===== config.mk =====
export PLATFORM = sky130hd
export DESIGN_NAME = host_port_pin_config
export DESIGN_NICKNAME = d
export VERILOG_FILES = /design/src/logic/host_port_pkg.sv /design/src/logic/pin_sync_if.sv /design/src/logic/pin_sync.sv /design/src/logic/host_port_pin_config.sv
export SDC_FILE = /design/constraint.sdc
export NUM_CORES = 1
export LEC_CHECK = 0
export ABC_AREA = 1
export ABC_CLOCK_PERIOD_IN_PS = 1500
export BUFFER_PORTS_ARGS = -buffer_cell sky130_fd_sc_hd__buf_2
export CAP_MARGIN = 40
export CORE_MARGIN = 2
export CORE_UTILIZATION = 35
export DETAILED_ROUTE_END_ITERATION = 10
export GPL_ROUTABILITY_DRIVEN = 0
export PLACE_DENSITY = 0.68
export SYNTH_ARGS = -nofsm -noshare
export SYNTH_HDL_FRONTEND = slang
export SYNTH_HIERARCHICAL = 1
export SYNTH_SLANG_ARGS = --single-unit

===== constraint.sdc =====
create_clock -name clk_sys -period 1.5 [get_ports clk_sys]
set_input_delay 0.3 -clock clk_sys [delete_from_list [all_inputs] [get_ports clk_sys]]
set_output_delay 0.3 -clock clk_sys [all_outputs]
set_load 0.005 [all_outputs]

===== src/logic/host_port_pkg.sv =====
// Constants and types shared by the host port pin logic
package host_port_pkg;

  // ---------------------------------------------------------------
  // Sizes
  // ---------------------------------------------------------------
  localparam int unsigned PIN_COUNT = 16;
  localparam int unsigned WORD_W    = 24;
  localparam int unsigned VEC_W     = 7;

  // ---------------------------------------------------------------
  // Port control register fields
  // ---------------------------------------------------------------
  localparam int unsigned CTRL_HOST_EN_BIT = 0;
  localparam int unsigned CTRL_MUX_BIT     = 1;
  localparam int unsigned CTRL_AS_POL_BIT  = 2;
  localparam int unsigned CTRL_CS_POL_BIT  = 3;
  localparam logic [15:0] CTRL_RESET       = 16'h0000;

  // ---------------------------------------------------------------
  // Pin positions in host mode
  // ---------------------------------------------------------------
  localparam int unsigned PIN_ADDR0 = 8;
  localparam int unsigned PIN_ADDR1 = 9;
  localparam int unsigned PIN_ADDR2 = 10;
  localparam int unsigned PIN_RD    = 11;
  localparam int unsigned PIN_WR    = 12;
  localparam int unsigned PIN_CS    = 13;

  // ---------------------------------------------------------------
  // Host side byte addresses
  // ---------------------------------------------------------------
  localparam logic [2:0] ADDR_CMD    = 3'h1;
  localparam logic [2:0] ADDR_STATUS = 3'h2;
  localparam logic [2:0] ADDR_HIGH   = 3'h5;
  localparam logic [2:0] ADDR_MIDDLE = 3'h6;
  localparam logic [2:0] ADDR_LOW    = 3'h7;

  typedef enum logic [1:0] {MODE_GPIO, MODE_NONMUX, MODE_MUX} port_mode_e;

endpackage : host_port_pkg


===== src/logic/pin_sync_if.sv =====
// Raw and synchronised pin levels between the port logic and its synchroniser
`timescale 1ns/1ps
`default_nettype none
interface pin_sync_if #(parameter int unsigned W = 16);
  logic [W-1:0] raw;
  logic [W-1:0] synced;
  modport src  (output raw, input synced);
  modport sync (input raw, output synced);
endinterface : pin_sync_if
`default_nettype wire


===== src/logic/pin_sync.sv =====
// Two-flop synchroniser for the asynchronous host pins
`timescale 1ns/1ps
`default_nettype none
module pin_sync #(
  parameter int unsigned W = 16
)(
  input  wire logic  clk_sys,
  input  wire logic  reset,
  pin_sync_if.sync   pins
);
  logic [W-1:0] stage1_reg;
  logic [W-1:0] stage2_reg;

  always_ff @(posedge clk_sys) begin
    if (reset) begin
      // Idle-high reset, so no false strobe edge after reset
      stage1_reg <= '1;
      stage2_reg <= '1;
    end else begin
      stage1_reg <= pins.raw;
      stage2_reg <= stage1_reg;
    end
  end

  assign pins.synced = stage2_reg;
endmodule : pin_sync
`default_nettype wire


===== src/logic/host_port_pin_config.sv =====
// Host port pin function select, host byte registers and handshake flags
//
// How it works
// - Host transmit bytes move to core word
// - Port control register selects every pin function
// - Non-multiplexed host: pins 0-7 bidirectional data
// - Multiplexed host: pins 0-7 shared address/data
// - GPIO: direction register sets each pin
// - Non-multiplexed: three address pins give lines 0-2
// - Multiplexed: pins 9, 10 and 13 give address lines 8-10
// - Multiplexed: address strobe, polarity programmable, low default
// - Non-multiplexed: chip select, polarity programmable, low default
// - Input pins ignored while reset asserted
// - Stop: inputs ignored, outputs tri-stated
`timescale 1ns/1ps
`default_nettype none
module host_port_pin_config #(
  parameter int unsigned PIN_COUNT = host_port_pkg::PIN_COUNT,
  parameter int unsigned WORD_W    = host_port_pkg::WORD_W
)(
  input  wire logic [15:0]                        port_ctrl,
  input  wire logic                               clk_sys,
  input  wire logic                               reset,
  input  wire logic                               stop_mode,
  input  wire logic [PIN_COUNT-1:0]               gpio_dir,
  input  wire logic [PIN_COUNT-1:0]               gpio_out,
  input  wire logic [PIN_COUNT-1:0]               pb_in,
  output logic      [PIN_COUNT-1:0]               pb_out,
  output logic      [PIN_COUNT-1:0]               pb_oe,
  output logic      [PIN_COUNT-1:0]               gpio_in_val,
  input  wire logic [WORD_W-1:0]                  core_tx_word,
  input  wire logic                               core_tx_load,
  input  wire logic                               core_rx_ack,
  input  wire logic                               core_cmd_ack,
  output logic      [WORD_W-1:0]                  core_side_receive_word,
  output logic                                    core_rx_valid,
  output logic                                    receive_full_flag,
  output logic                                    transmit_empty_flag,
  output logic      [host_port_pkg::VEC_W-1:0]    host_vector_value,
  output logic                                    host_command_bit
);

  // ---------------------------------------------------------------
  // Synchronised pins and strobe edges
  // ---------------------------------------------------------------
  pin_sync_if #(.W(PIN_COUNT)) sif ();
  assign sif.raw = pb_in;
  pin_sync #(.W(PIN_COUNT)) u_sync (
    .clk_sys (clk_sys),
    .reset   (reset),
    .pins    (sif)
  );
  logic [PIN_COUNT-1:0]      pins_s;
  logic [PIN_COUNT-1:0]      pins_d_reg;
  logic [15:0]               ctrl_reg;
  logic [10:0]               addr_reg;
  logic [7:0]                transmit_byte_high_reg;
  logic [7:0]                transmit_byte_middle_reg;
  logic [7:0]                receive_byte_high_reg;
  logic [7:0]                receive_byte_middle_reg;
  logic [7:0]                receive_byte_low_reg;
  host_port_pkg::port_mode_e mode;
  logic                      host_live;
  logic                      cs_act;
  logic                      as_act;
  logic                      sel;
  logic                      rd_act;
  logic                      rd_start;
  logic                      wr_end;
  logic                      wr_go;
  logic                      rd_go;
  assign pins_s = sif.synced;
  always_ff @(posedge clk_sys) begin
    if (reset) begin
      pins_d_reg <= '1;
    end else begin
      pins_d_reg <= pins_s;
    end
  end

  always_ff @(posedge clk_sys) begin
    if (reset) begin
      ctrl_reg <= host_port_pkg::CTRL_RESET;
    end else begin
      ctrl_reg <= port_ctrl;
    end
  end

  always_comb begin
    if (!ctrl_reg[host_port_pkg::CTRL_HOST_EN_BIT]) begin
      mode = host_port_pkg::MODE_GPIO;
    end else if (ctrl_reg[host_port_pkg::CTRL_MUX_BIT]) begin
      mode = host_port_pkg::MODE_MUX;
    end else begin
      mode = host_port_pkg::MODE_NONMUX;
    end
  end
  // Polarity bit set means active high; reset value gives active low
  assign cs_act = (pins_s[host_port_pkg::PIN_CS]
                   == ctrl_reg[host_port_pkg::CTRL_CS_POL_BIT]);
  assign as_act = (pins_s[host_port_pkg::PIN_ADDR0]
                   == ctrl_reg[host_port_pkg::CTRL_AS_POL_BIT]);
  assign host_live = (mode != host_port_pkg::MODE_GPIO) && !stop_mode;
  assign sel       = (mode == host_port_pkg::MODE_MUX) ? 1'b1 : cs_act;
  assign rd_act    = !pins_s[host_port_pkg::PIN_RD];
  assign rd_start  = !pins_s[host_port_pkg::PIN_RD] && pins_d_reg[host_port_pkg::PIN_RD];
  assign wr_end    = pins_s[host_port_pkg::PIN_WR] && !pins_d_reg[host_port_pkg::PIN_WR];
  assign wr_go     = host_live && sel && wr_end;
  assign rd_go     = host_live && sel && rd_start;

  // ---------------------------------------------------------------
  // Host address capture
  // ---------------------------------------------------------------
  always_ff @(posedge clk_sys) begin
    if (reset) begin
      addr_reg <= '0;
    end else if (host_live && mode == host_port_pkg::MODE_NONMUX) begin
      addr_reg <= {8'h00, pins_s[host_port_pkg::PIN_ADDR2],
                   pins_s[host_port_pkg::PIN_ADDR1], pins_s[host_port_pkg::PIN_ADDR0]};
    end else if (host_live && mode == host_port_pkg::MODE_MUX && as_act) begin
      addr_reg <= {pins_s[host_port_pkg::PIN_CS], pins_s[host_port_pkg::PIN_ADDR2],
                   pins_s[host_port_pkg::PIN_ADDR1], pins_s[7:0]};
    end
  end

  function automatic logic [7:0] read_byte(input logic [2:0] a);
    case (a)
      host_port_pkg::ADDR_STATUS: read_byte = {6'h00, transmit_empty_flag, receive_full_flag};
      host_port_pkg::ADDR_HIGH:   read_byte = receive_byte_high_reg;
      host_port_pkg::ADDR_MIDDLE: read_byte = receive_byte_middle_reg;
      host_port_pkg::ADDR_LOW:    read_byte = receive_byte_low_reg;
      host_port_pkg::ADDR_CMD:    read_byte = {host_command_bit, host_vector_value};
      default:                    read_byte = 8'h00;
    endcase
  endfunction : read_byte

  // ---------------------------------------------------------------
  // Host to core path
  // ---------------------------------------------------------------
  always_ff @(posedge clk_sys) begin
    if (reset) begin
      transmit_byte_high_reg   <= '0;
      transmit_byte_middle_reg <= '0;
      core_side_receive_word   <= '0;
      core_rx_valid            <= 1'b0;
      transmit_empty_flag      <= 1'b1;
    end else begin
      if (core_rx_ack) begin
        core_rx_valid       <= 1'b0;
        transmit_empty_flag <= 1'b1;
      end
      if (wr_go && addr_reg[2:0] == host_port_pkg::ADDR_HIGH) begin
        transmit_byte_high_reg <= pins_s[7:0];
      end
      if (wr_go && addr_reg[2:0] == host_port_pkg::ADDR_MIDDLE) begin
        transmit_byte_middle_reg <= pins_s[7:0];
      end
      // Low byte completes the word; a write wins over a same-cycle ack
      if (wr_go && addr_reg[2:0] == host_port_pkg::ADDR_LOW) begin
        core_side_receive_word <= WORD_W'({transmit_byte_high_reg,
                                           transmit_byte_middle_reg, pins_s[7:0]});
        core_rx_valid          <= 1'b1;
        transmit_empty_flag    <= 1'b0;
      end
    end
  end

  always_ff @(posedge clk_sys) begin
    if (reset) begin
      host_vector_value <= '0;
      host_command_bit  <= 1'b0;
    end else begin
      if (core_cmd_ack) begin
        host_command_bit <= 1'b0;
      end
      if (wr_go && addr_reg[2:0] == host_port_pkg::ADDR_CMD) begin
        host_vector_value <= pins_s[host_port_pkg::VEC_W-1:0];
        if (pins_s[7]) begin
          host_command_bit <= 1'b1;
        end
      end
    end
  end

  // ---------------------------------------------------------------
  // Core to host path
  // ---------------------------------------------------------------
  always_ff @(posedge clk_sys) begin
    if (reset) begin
      receive_byte_high_reg   <= '0;
      receive_byte_middle_reg <= '0;
      receive_byte_low_reg    <= '0;
      receive_full_flag       <= 1'b0;
    end else begin
      if (rd_go && addr_reg[2:0] == host_port_pkg::ADDR_LOW) begin
        receive_full_flag <= 1'b0;
      end
      if (core_tx_load) begin
        {receive_byte_high_reg, receive_byte_middle_reg, receive_byte_low_reg} <=
          core_tx_word[23:0];
        receive_full_flag <= 1'b1;
      end
    end
  end

  // ---------------------------------------------------------------
  // Pin drive and GPIO input
  // ---------------------------------------------------------------
  always_ff @(posedge clk_sys) begin
    if (reset) begin
      pb_out <= '0;
      pb_oe  <= '0;
    end else if (stop_mode) begin
      pb_oe <= '0;
    end else begin
      case (mode)
        host_port_pkg::MODE_GPIO: begin
          pb_oe  <= gpio_dir;
          pb_out <= gpio_out;
        end
        host_port_pkg::MODE_NONMUX,
        host_port_pkg::MODE_MUX: begin
          pb_oe <= '0;
          if (rd_act && sel) begin
            pb_oe[7:0]  <= 8'hFF;
            pb_out[7:0] <= read_byte(addr_reg[2:0]);
          end
        end
        default: pb_oe <= '0;
      endcase
    end
  end

  always_ff @(posedge clk_sys) begin
    if (reset) begin
      gpio_in_val <= '0;
    end else if (!stop_mode) begin
      gpio_in_val <= pins_s;
    end
  end
endmodule : host_port_pin_config
`default_nettype wire


Word level (Yosys, flattened, before mapping)
Index checks and enable logic that the tools add are counted.
{"block": "classes", "n_addsub": 0, "mul": 0, "div": 0, "order_cmp": 0, "eq_ne": 10, "shifts": 0, "mux": 19, "bitwise_logic": 1, "reduce_logical": 28}
{"cell": "8-bit one-hot mux with 5 select lines", "count": 1}
{"cell": "16-bit one-hot mux with 2 select lines", "count": 1}
{"cell": "8-bit two-way mux", "count": 2}
{"cell": "8-bit one-hot mux with 2 select lines", "count": 1}
{"cell": "1-bit logical AND", "count": 15}
{"cell": "1-bit two-way mux", "count": 10}
{"cell": "2-bit nonzero test", "count": 5}
{"cell": "3-bit == test (second input constant)", "count": 3}
{"cell": "3-bit two-way mux", "count": 2}
{"cell": "2-bit two-way mux", "count": 2}
{"cell": "2-bit OR reduction", "count": 2}
{"cell": "3-bit by 1-bit == test with 1-bit output (second input constant)", "count": 1}
{"cell": "3-bit by 2-bit == test with 1-bit output (second input constant)", "count": 1}
{"cell": "1-bit zero test", "count": 3}
{"cell": "3-bit AND reduction", "count": 1}
{"cell": "1-bit == test", "count": 2}
{"cell": "2-bit by 1-bit == test with 1-bit output (second input constant)", "count": 1}
{"cell": "2-bit == test (second input constant)", "count": 1}
{"cell": "2-bit zero test", "count": 1}
{"cell": "2-bit != test (second input constant)", "count": 1}
{"cell": "2-bit AND reduction", "count": 1}
{"cell": "1-bit inverter", "count": 1}
{"block": "totals", "register_bits": 175, "latchBits": 0, "ram_bits": 0, "romBits": 0, "input_bits": 94, "out_inout_bits": 83, "elab_cells": 78, "mem_count": 0}

Depth between registers and ports, before layout
{"block": "depth", "word_depth": 9, "depth_mapped": 10, "mapped_depth_nobuf": 9}

By module
Netlist, hierarchy kept.
{"module": "host_port_pin_config", "instances": 1, "cells_each": 682, "area_per_inst_um2": 5173.7, "seq_area_each_um2": 2642.5}
{"module": "pin_sync", "instances": 1, "cells_each": 100, "area_per_inst_um2": 923.4, "seq_area_each_um2": 640.6}

Least setup slack after synthesis
No wires, ideal clock.
{"block": "synth_timing", "kind": "register to register", "startpoint": "register ctrl_reg[0]", "endpoint": "register pb_out[5]", "setup_time_ps": 117, "arrival_ps": 1148, "required_ps": 1383, "path_slack_ps": 235, "path_stages_with_launch": 8, "path_buffers": 1, "synth_period_minus_slack_ps": 1265, "cell_sequence": "dfxtp_1 nor2_1 inv_1 nand2_1 buf_4 nand2_1 nor2_1 nor2_1"}
{"block": "synth_via", "elab_chain_cells": 6, "word_cells_on_any_way": 11, "cone_classes": "eq/ne (3); mux (3); reduce/logical (5)"}
{"element": "start: declaration", "line": "host_port_pin_config.sv:55", "rtl": "logic [15:0] ctrl_reg;"}
{"element": "start signal: assignment", "line": "host_port_pin_config.sv:83", "rtl": "ctrl_reg <= host_port_pkg::CTRL_RESET;"}
{"element": "start signal: assignment", "line": "host_port_pin_config.sv:85", "rtl": "ctrl_reg <= port_ctrl;"}
{"element": "2-bit two-way mux *", "line": "host_port_pin_config.sv:90", "rtl": "if (!ctrl_reg[host_port_pkg::CTRL_HOST_EN_BIT]) begin"}
{"element": "2-bit == test", "line": "host_port_pin_config.sv:104, host_port_pin_config.sv:216"}
{"element": "1-bit two-way mux", "line": "host_port_pin_config.sv:104", "rtl": "assign sel = (mode == host_port_pkg::MODE_MUX) ? 1'b1 : cs_act;"}
{"element": "1-bit logical AND", "line": "host_port_pin_config.sv:224", "rtl": "if (rd_act && sel) begin"}
{"element": "2-bit != test (no line)"}
{"element": "3-bit AND reduction (no line)"}
{"element": "end signal: assignment", "line": "host_port_pin_config.sv:219", "rtl": "pb_out <= gpio_out;"}
{"element": "end signal: assignment", "line": "host_port_pin_config.sv:226", "rtl": "pb_out[7:0] <= read_byte(addr_reg[2:0]);"}
{"element": "end: declaration", "line": "host_port_pin_config.sv:28", "rtl": "output logic [PIN_COUNT-1:0] pb_out,"}
Every way passes the cells marked *; elsewhere a longest branch is shown, timed or not.
A chain may end at the register's enable or synchronous reset.

Worst setup path after layout
{"block": "layout_timing", "startpoint": "register u_sync.stage2_reg[12], in the netlist u_sync/pins.synced[12]", "endpoint": "register core_side_receive_word[23]"}
{"block": "layout_via", "elab_chain_cells": 3}
{"element": "start: declaration", "line": "pin_sync.sv:12", "rtl": "logic [W-1:0] stage2_reg;"}
{"element": "start signal: assignment", "line": "pin_sync.sv:21", "rtl": "stage2_reg <= stage1_reg;"}
{"element": "1-bit logical AND", "line": "host_port_pin_config.sv:107", "rtl": "assign wr_end = pins_s[host_port_pkg::PIN_WR] && !pins_d_reg[host_port_pkg::PIN_WR];"}
{"element": "1-bit logical AND", "line": "host_port_pin_config.sv:108", "rtl": "assign wr_go = host_live && sel && wr_end;"}
{"element": "1-bit logical AND", "line": "host_port_pin_config.sv:159", "rtl": "if (wr_go && addr_reg[2:0] == host_port_pkg::ADDR_LOW) begin"}
{"element": "end signal: assignment", "line": "host_port_pin_config.sv:160", "rtl": "core_side_receive_word <= WORD_W'({transmit_byte_high_reg,"}
{"element": "end: declaration", "line": "host_port_pin_config.sv:35", "rtl": "output logic [WORD_W-1:0] core_side_receive_word,"}
Every way passes these cells.

==> metrics.md <==
| Metric | Value |
|---|---|
| Die width | about 140 um |
| Power Density | about 1300 nW/um^2 |
| Clk_lat worst skew | 0.43 ns |
| Initial DRC Count | 223 |
| Cell taking the most area after synthesis | dfxtp_1 |
| HP Class | in2reg |
| Slew @ Worst Pin | between 0.3 and 0.4 ns |
| Max_slew headroom | 0.746 |
| Footprint of the multi-input gates | 2330 um^2 |
| Crit path capture type | flip-flop |
| CP max-delay cell | dfxtp_1 |
| Die area | approximately 18000 um^2 |
| Global route overflow | 0 |
| First-pass GRT wire length | between 20000 and 30000 um |
| Synth Area in Simple Gates | 0.269 |
| Clk sinks | 164 |
| Post-route ant nets | 0 |
| Post-synthesis compound-gate area fraction | 0.106 |
| Syn Area/Cell | about 7.8 um^2 |
| Fill cells | about 1700 |
| Syn. warnings | 6 |
| DRC violations left | 0 |
| Fin Setup TNS | 0 ns |
| Clock Skew | between 0.008 and 0.009 ns |
| Post-Synth Adder-Cell Area | 0 |
| Total CTS buffers | 17 |
| R2R Setup Slk | roughly 0.12 ns |
| Number of antenna violations at the first check in global routing | 1 |
| Largest net degree at the start of global routing | 50 |
| CTS clock-pin slew for the worst setup and hold paths | approximately 0.06 ns |
| Max FFs per register | 24 |
| Clk buf depth | 2 |
| Sequential area share after synthesis | 0.538 |
| WP data arrival | between 1.5 and 2 ns |
| Crit-path cells | inv_1 > nor2_4 > buf_12 > buf_4 > nand4_1 > a21oi_1 |
| Synth top area share | 0.538 |
| Syn Nets | between 800 and 900 |
| Post-synthesis mux area share | 0 |
| Top delay family on crit path | buffers and inverters |
| Most common cell in the netlist | dfxtp_1 |
| Post-synth cell types | 28 |
| Worst VDD drop | 0.781 mV |
| IO buf count | 164 |
| Tmin final | between 1 and 1.5 ns |
| CP max stage delay | 0.31 ns |
| Tot Pwr | 10000 uW |
| Pre-Repair DR Iteration Count | 5 |
| Cells after Synth | 782 |
| Cell Area, Synth | around 6000 um^2 |
| Row count | 48 |
| Top post-synthesis cells by count | dfxtp_1 (164), nor2_1 (148), nand2_1 (147) |
| Crit Path Category | reg2reg |
| Slew Viols, Final | 0 |
| Largest family of logic cells by synthesized area | simple AND/OR/NAND/NOR gates |
| Vias/cell | between 4 and 5 |
| Area delta synth->final | 30.4% |
| Starting Density | 0.355 |
| EDFF count, synth | 0 |
| Critical Path RT | between 1.5 and 2 ns |
| Ys flop type | dfxtp_1 |
| Post-Synth XOR/XNOR Area | 0.00144 |
| I/O Pins | between 150 and 200 |
| DR WL/cell | ~14 um |
| Setup violators final | 0 |
| Routed WL | between 15000 and 20000 um |
| Leak Pwr | ~0.0038 uW |
| Async SR Flop Fraction | 0 |
| TritonCTS clock tree | built |
| H-Tree Depth | 4 |
| Vias in the first global route | a little over 5000 |
| Status | finished clean |
| Reg with most FFs | core_side_receive_word |
| Critical path buffers and inverters | 3 |
| Vias | approximately 5500 |
| FF+latch count, synth | 164 |
| Max FO, Critical Path | 25 |
| Ranking of synthesized cells by area | dfxtp_1 (54%), nor2_1 (9.1%), nand2_1 (9.0%), o21ai_0 (5.3%), a21oi_1 (4.8%) |
| Max-Cap Viols | 0 |
| Seq. cell area | 3290 um^2 |
| RSZ-0062 raised after global routing | false |
| Nets | between 1000 and 1500 |
| Core area | ~17000 um^2 |
| Fmax | just over 700 MHz |
| DP HPWL | approximately 11000 um |
| Share of cells above drive strength 1 | 0.261 |
| Tot GR Track Use | 0.182 |
| Tcrit/Tclk final | 0.920 |
| Height of the die | between 100 and 150 um |
| Final Hold Viols | 0 |
| CTS Root Buffer Type | clkbuf_16 |
| Worst Setup Start Kind | flip-flop |
| Hold_buf cts | 0 |
-- through the flow --
| stage | utilization | instance area [um^2] | setup WS (ns) | cells | hold slack (ns) |
|---|---|---|---|---|---|
| 2_1_floorplan | - | 6100 | 0.235 | 782 | 0.385 |
| 3_3_place_gp | 0.422 | 7240 | 0.0202 | 1153 | 0.389 |
| 3_5_place_dp | 0.422 | 7240 | 0.00472 | 1153 | 0.392 |
| 4_1_cts | 0.459 | 7880 | 0.0180 | 1185 | 0.0302 |
| 5_1_grt | 0.463 | 7950 | 0.00464 | 1189 | 0.0375 |
| 6_report | 0.463 | 7950 | 0.120 | 1190 | 0.0465 |
-- cell usage in the layout, fill, tap and decap left out, types with 3 or more instances in the layout --
cell type,instances
nand4_1,44
o21ai_0,65
clkinvlp_4,5
dfxtp_2,4
nand3_1,7
o21ai_1,6
inv_2,5
nand3_2,4
nand2_1,146
nand2_2,4
nor2_4,4
buf_2,164
buf_4,21
bufinv_16,4
buf_12,8
nor2_1,148
inv_1,62
dfxtp_1,160
a21oi_1,58
clkbuf_16,17
nand3_4,3
nor3_1,9
-- power by group --
group	switching, uW	leakage (uW)	internal (uW)	total (uW)
sequential	105	0.00135	4540	4640
clock	1780	0.000292	2880	4670
combinational	398	0.00213	304	702
-- layout make-up --
cell class / count / area share
Sequential cell: 164 / 0.414
Clock buffer: 21 / 0.0579
Timing Repair Buffer: 193 / 0.143
Antenna cell: 2 / 0.000630
Inverter: 70 / 0.0340
Tap cell: 225 / 0.0354
Clock inverter: 11 / 0.0220
Multi-Input combinational cell: 504 / 0.293
-- worst register-to-register path, delay by kind of cell (launching register included) --
kind | cells | cell delay (ns)
and+or+nand+nor | 2 | 0.37
buffers and inverters | 3 | 0.50
DFF | 1 | 0.31
AOI/OAI and AO/OA | 1 | 0.14
-- worst paths after layout --
check	depth (start not counted)	end	start
setup reg to reg	6	core_side_receive_word[23]	u_sync/pins.synced[12]
hold reg to reg	2	u_sync/pins.synced[10]	u_sync/stage1_reg[10]
setup / recovery	6	core_side_receive_word[23]	u_sync/pins.synced[12]
hold / removal	3	u_sync/stage1_reg[12]	pb_in[12]
-- kinds of logic (layout without fill, tap and decap cells) --
logic type,after synthesis,in the layout
AND/OR/NAND/NOR,373,374
flip-flops,164,164
AO/OA/AOI/OAI,129,129
buffers and inverters,115,295
XOR/XNOR,1,1
other,0,2
-- metal layers --
layer	part of all wire	track usage	up-vias
met4	0.021	0.0683	0
met1	0.47	0.241	2439
met5	0	0	-
met3	0.070	0.0511	25
li1	-	-	2844
met2	0.44	0.283	177
-- timing repair --
action / 4_1_cts / 5_1_grt
gates cloned: 0 / 1
gates resized for setup: 2 / 7
pin swaps: 1 / 1
buffers inserted: 0 / 2
endpoints found under the setup margin: 13 / 42
(Power assumes the default switching activity.)
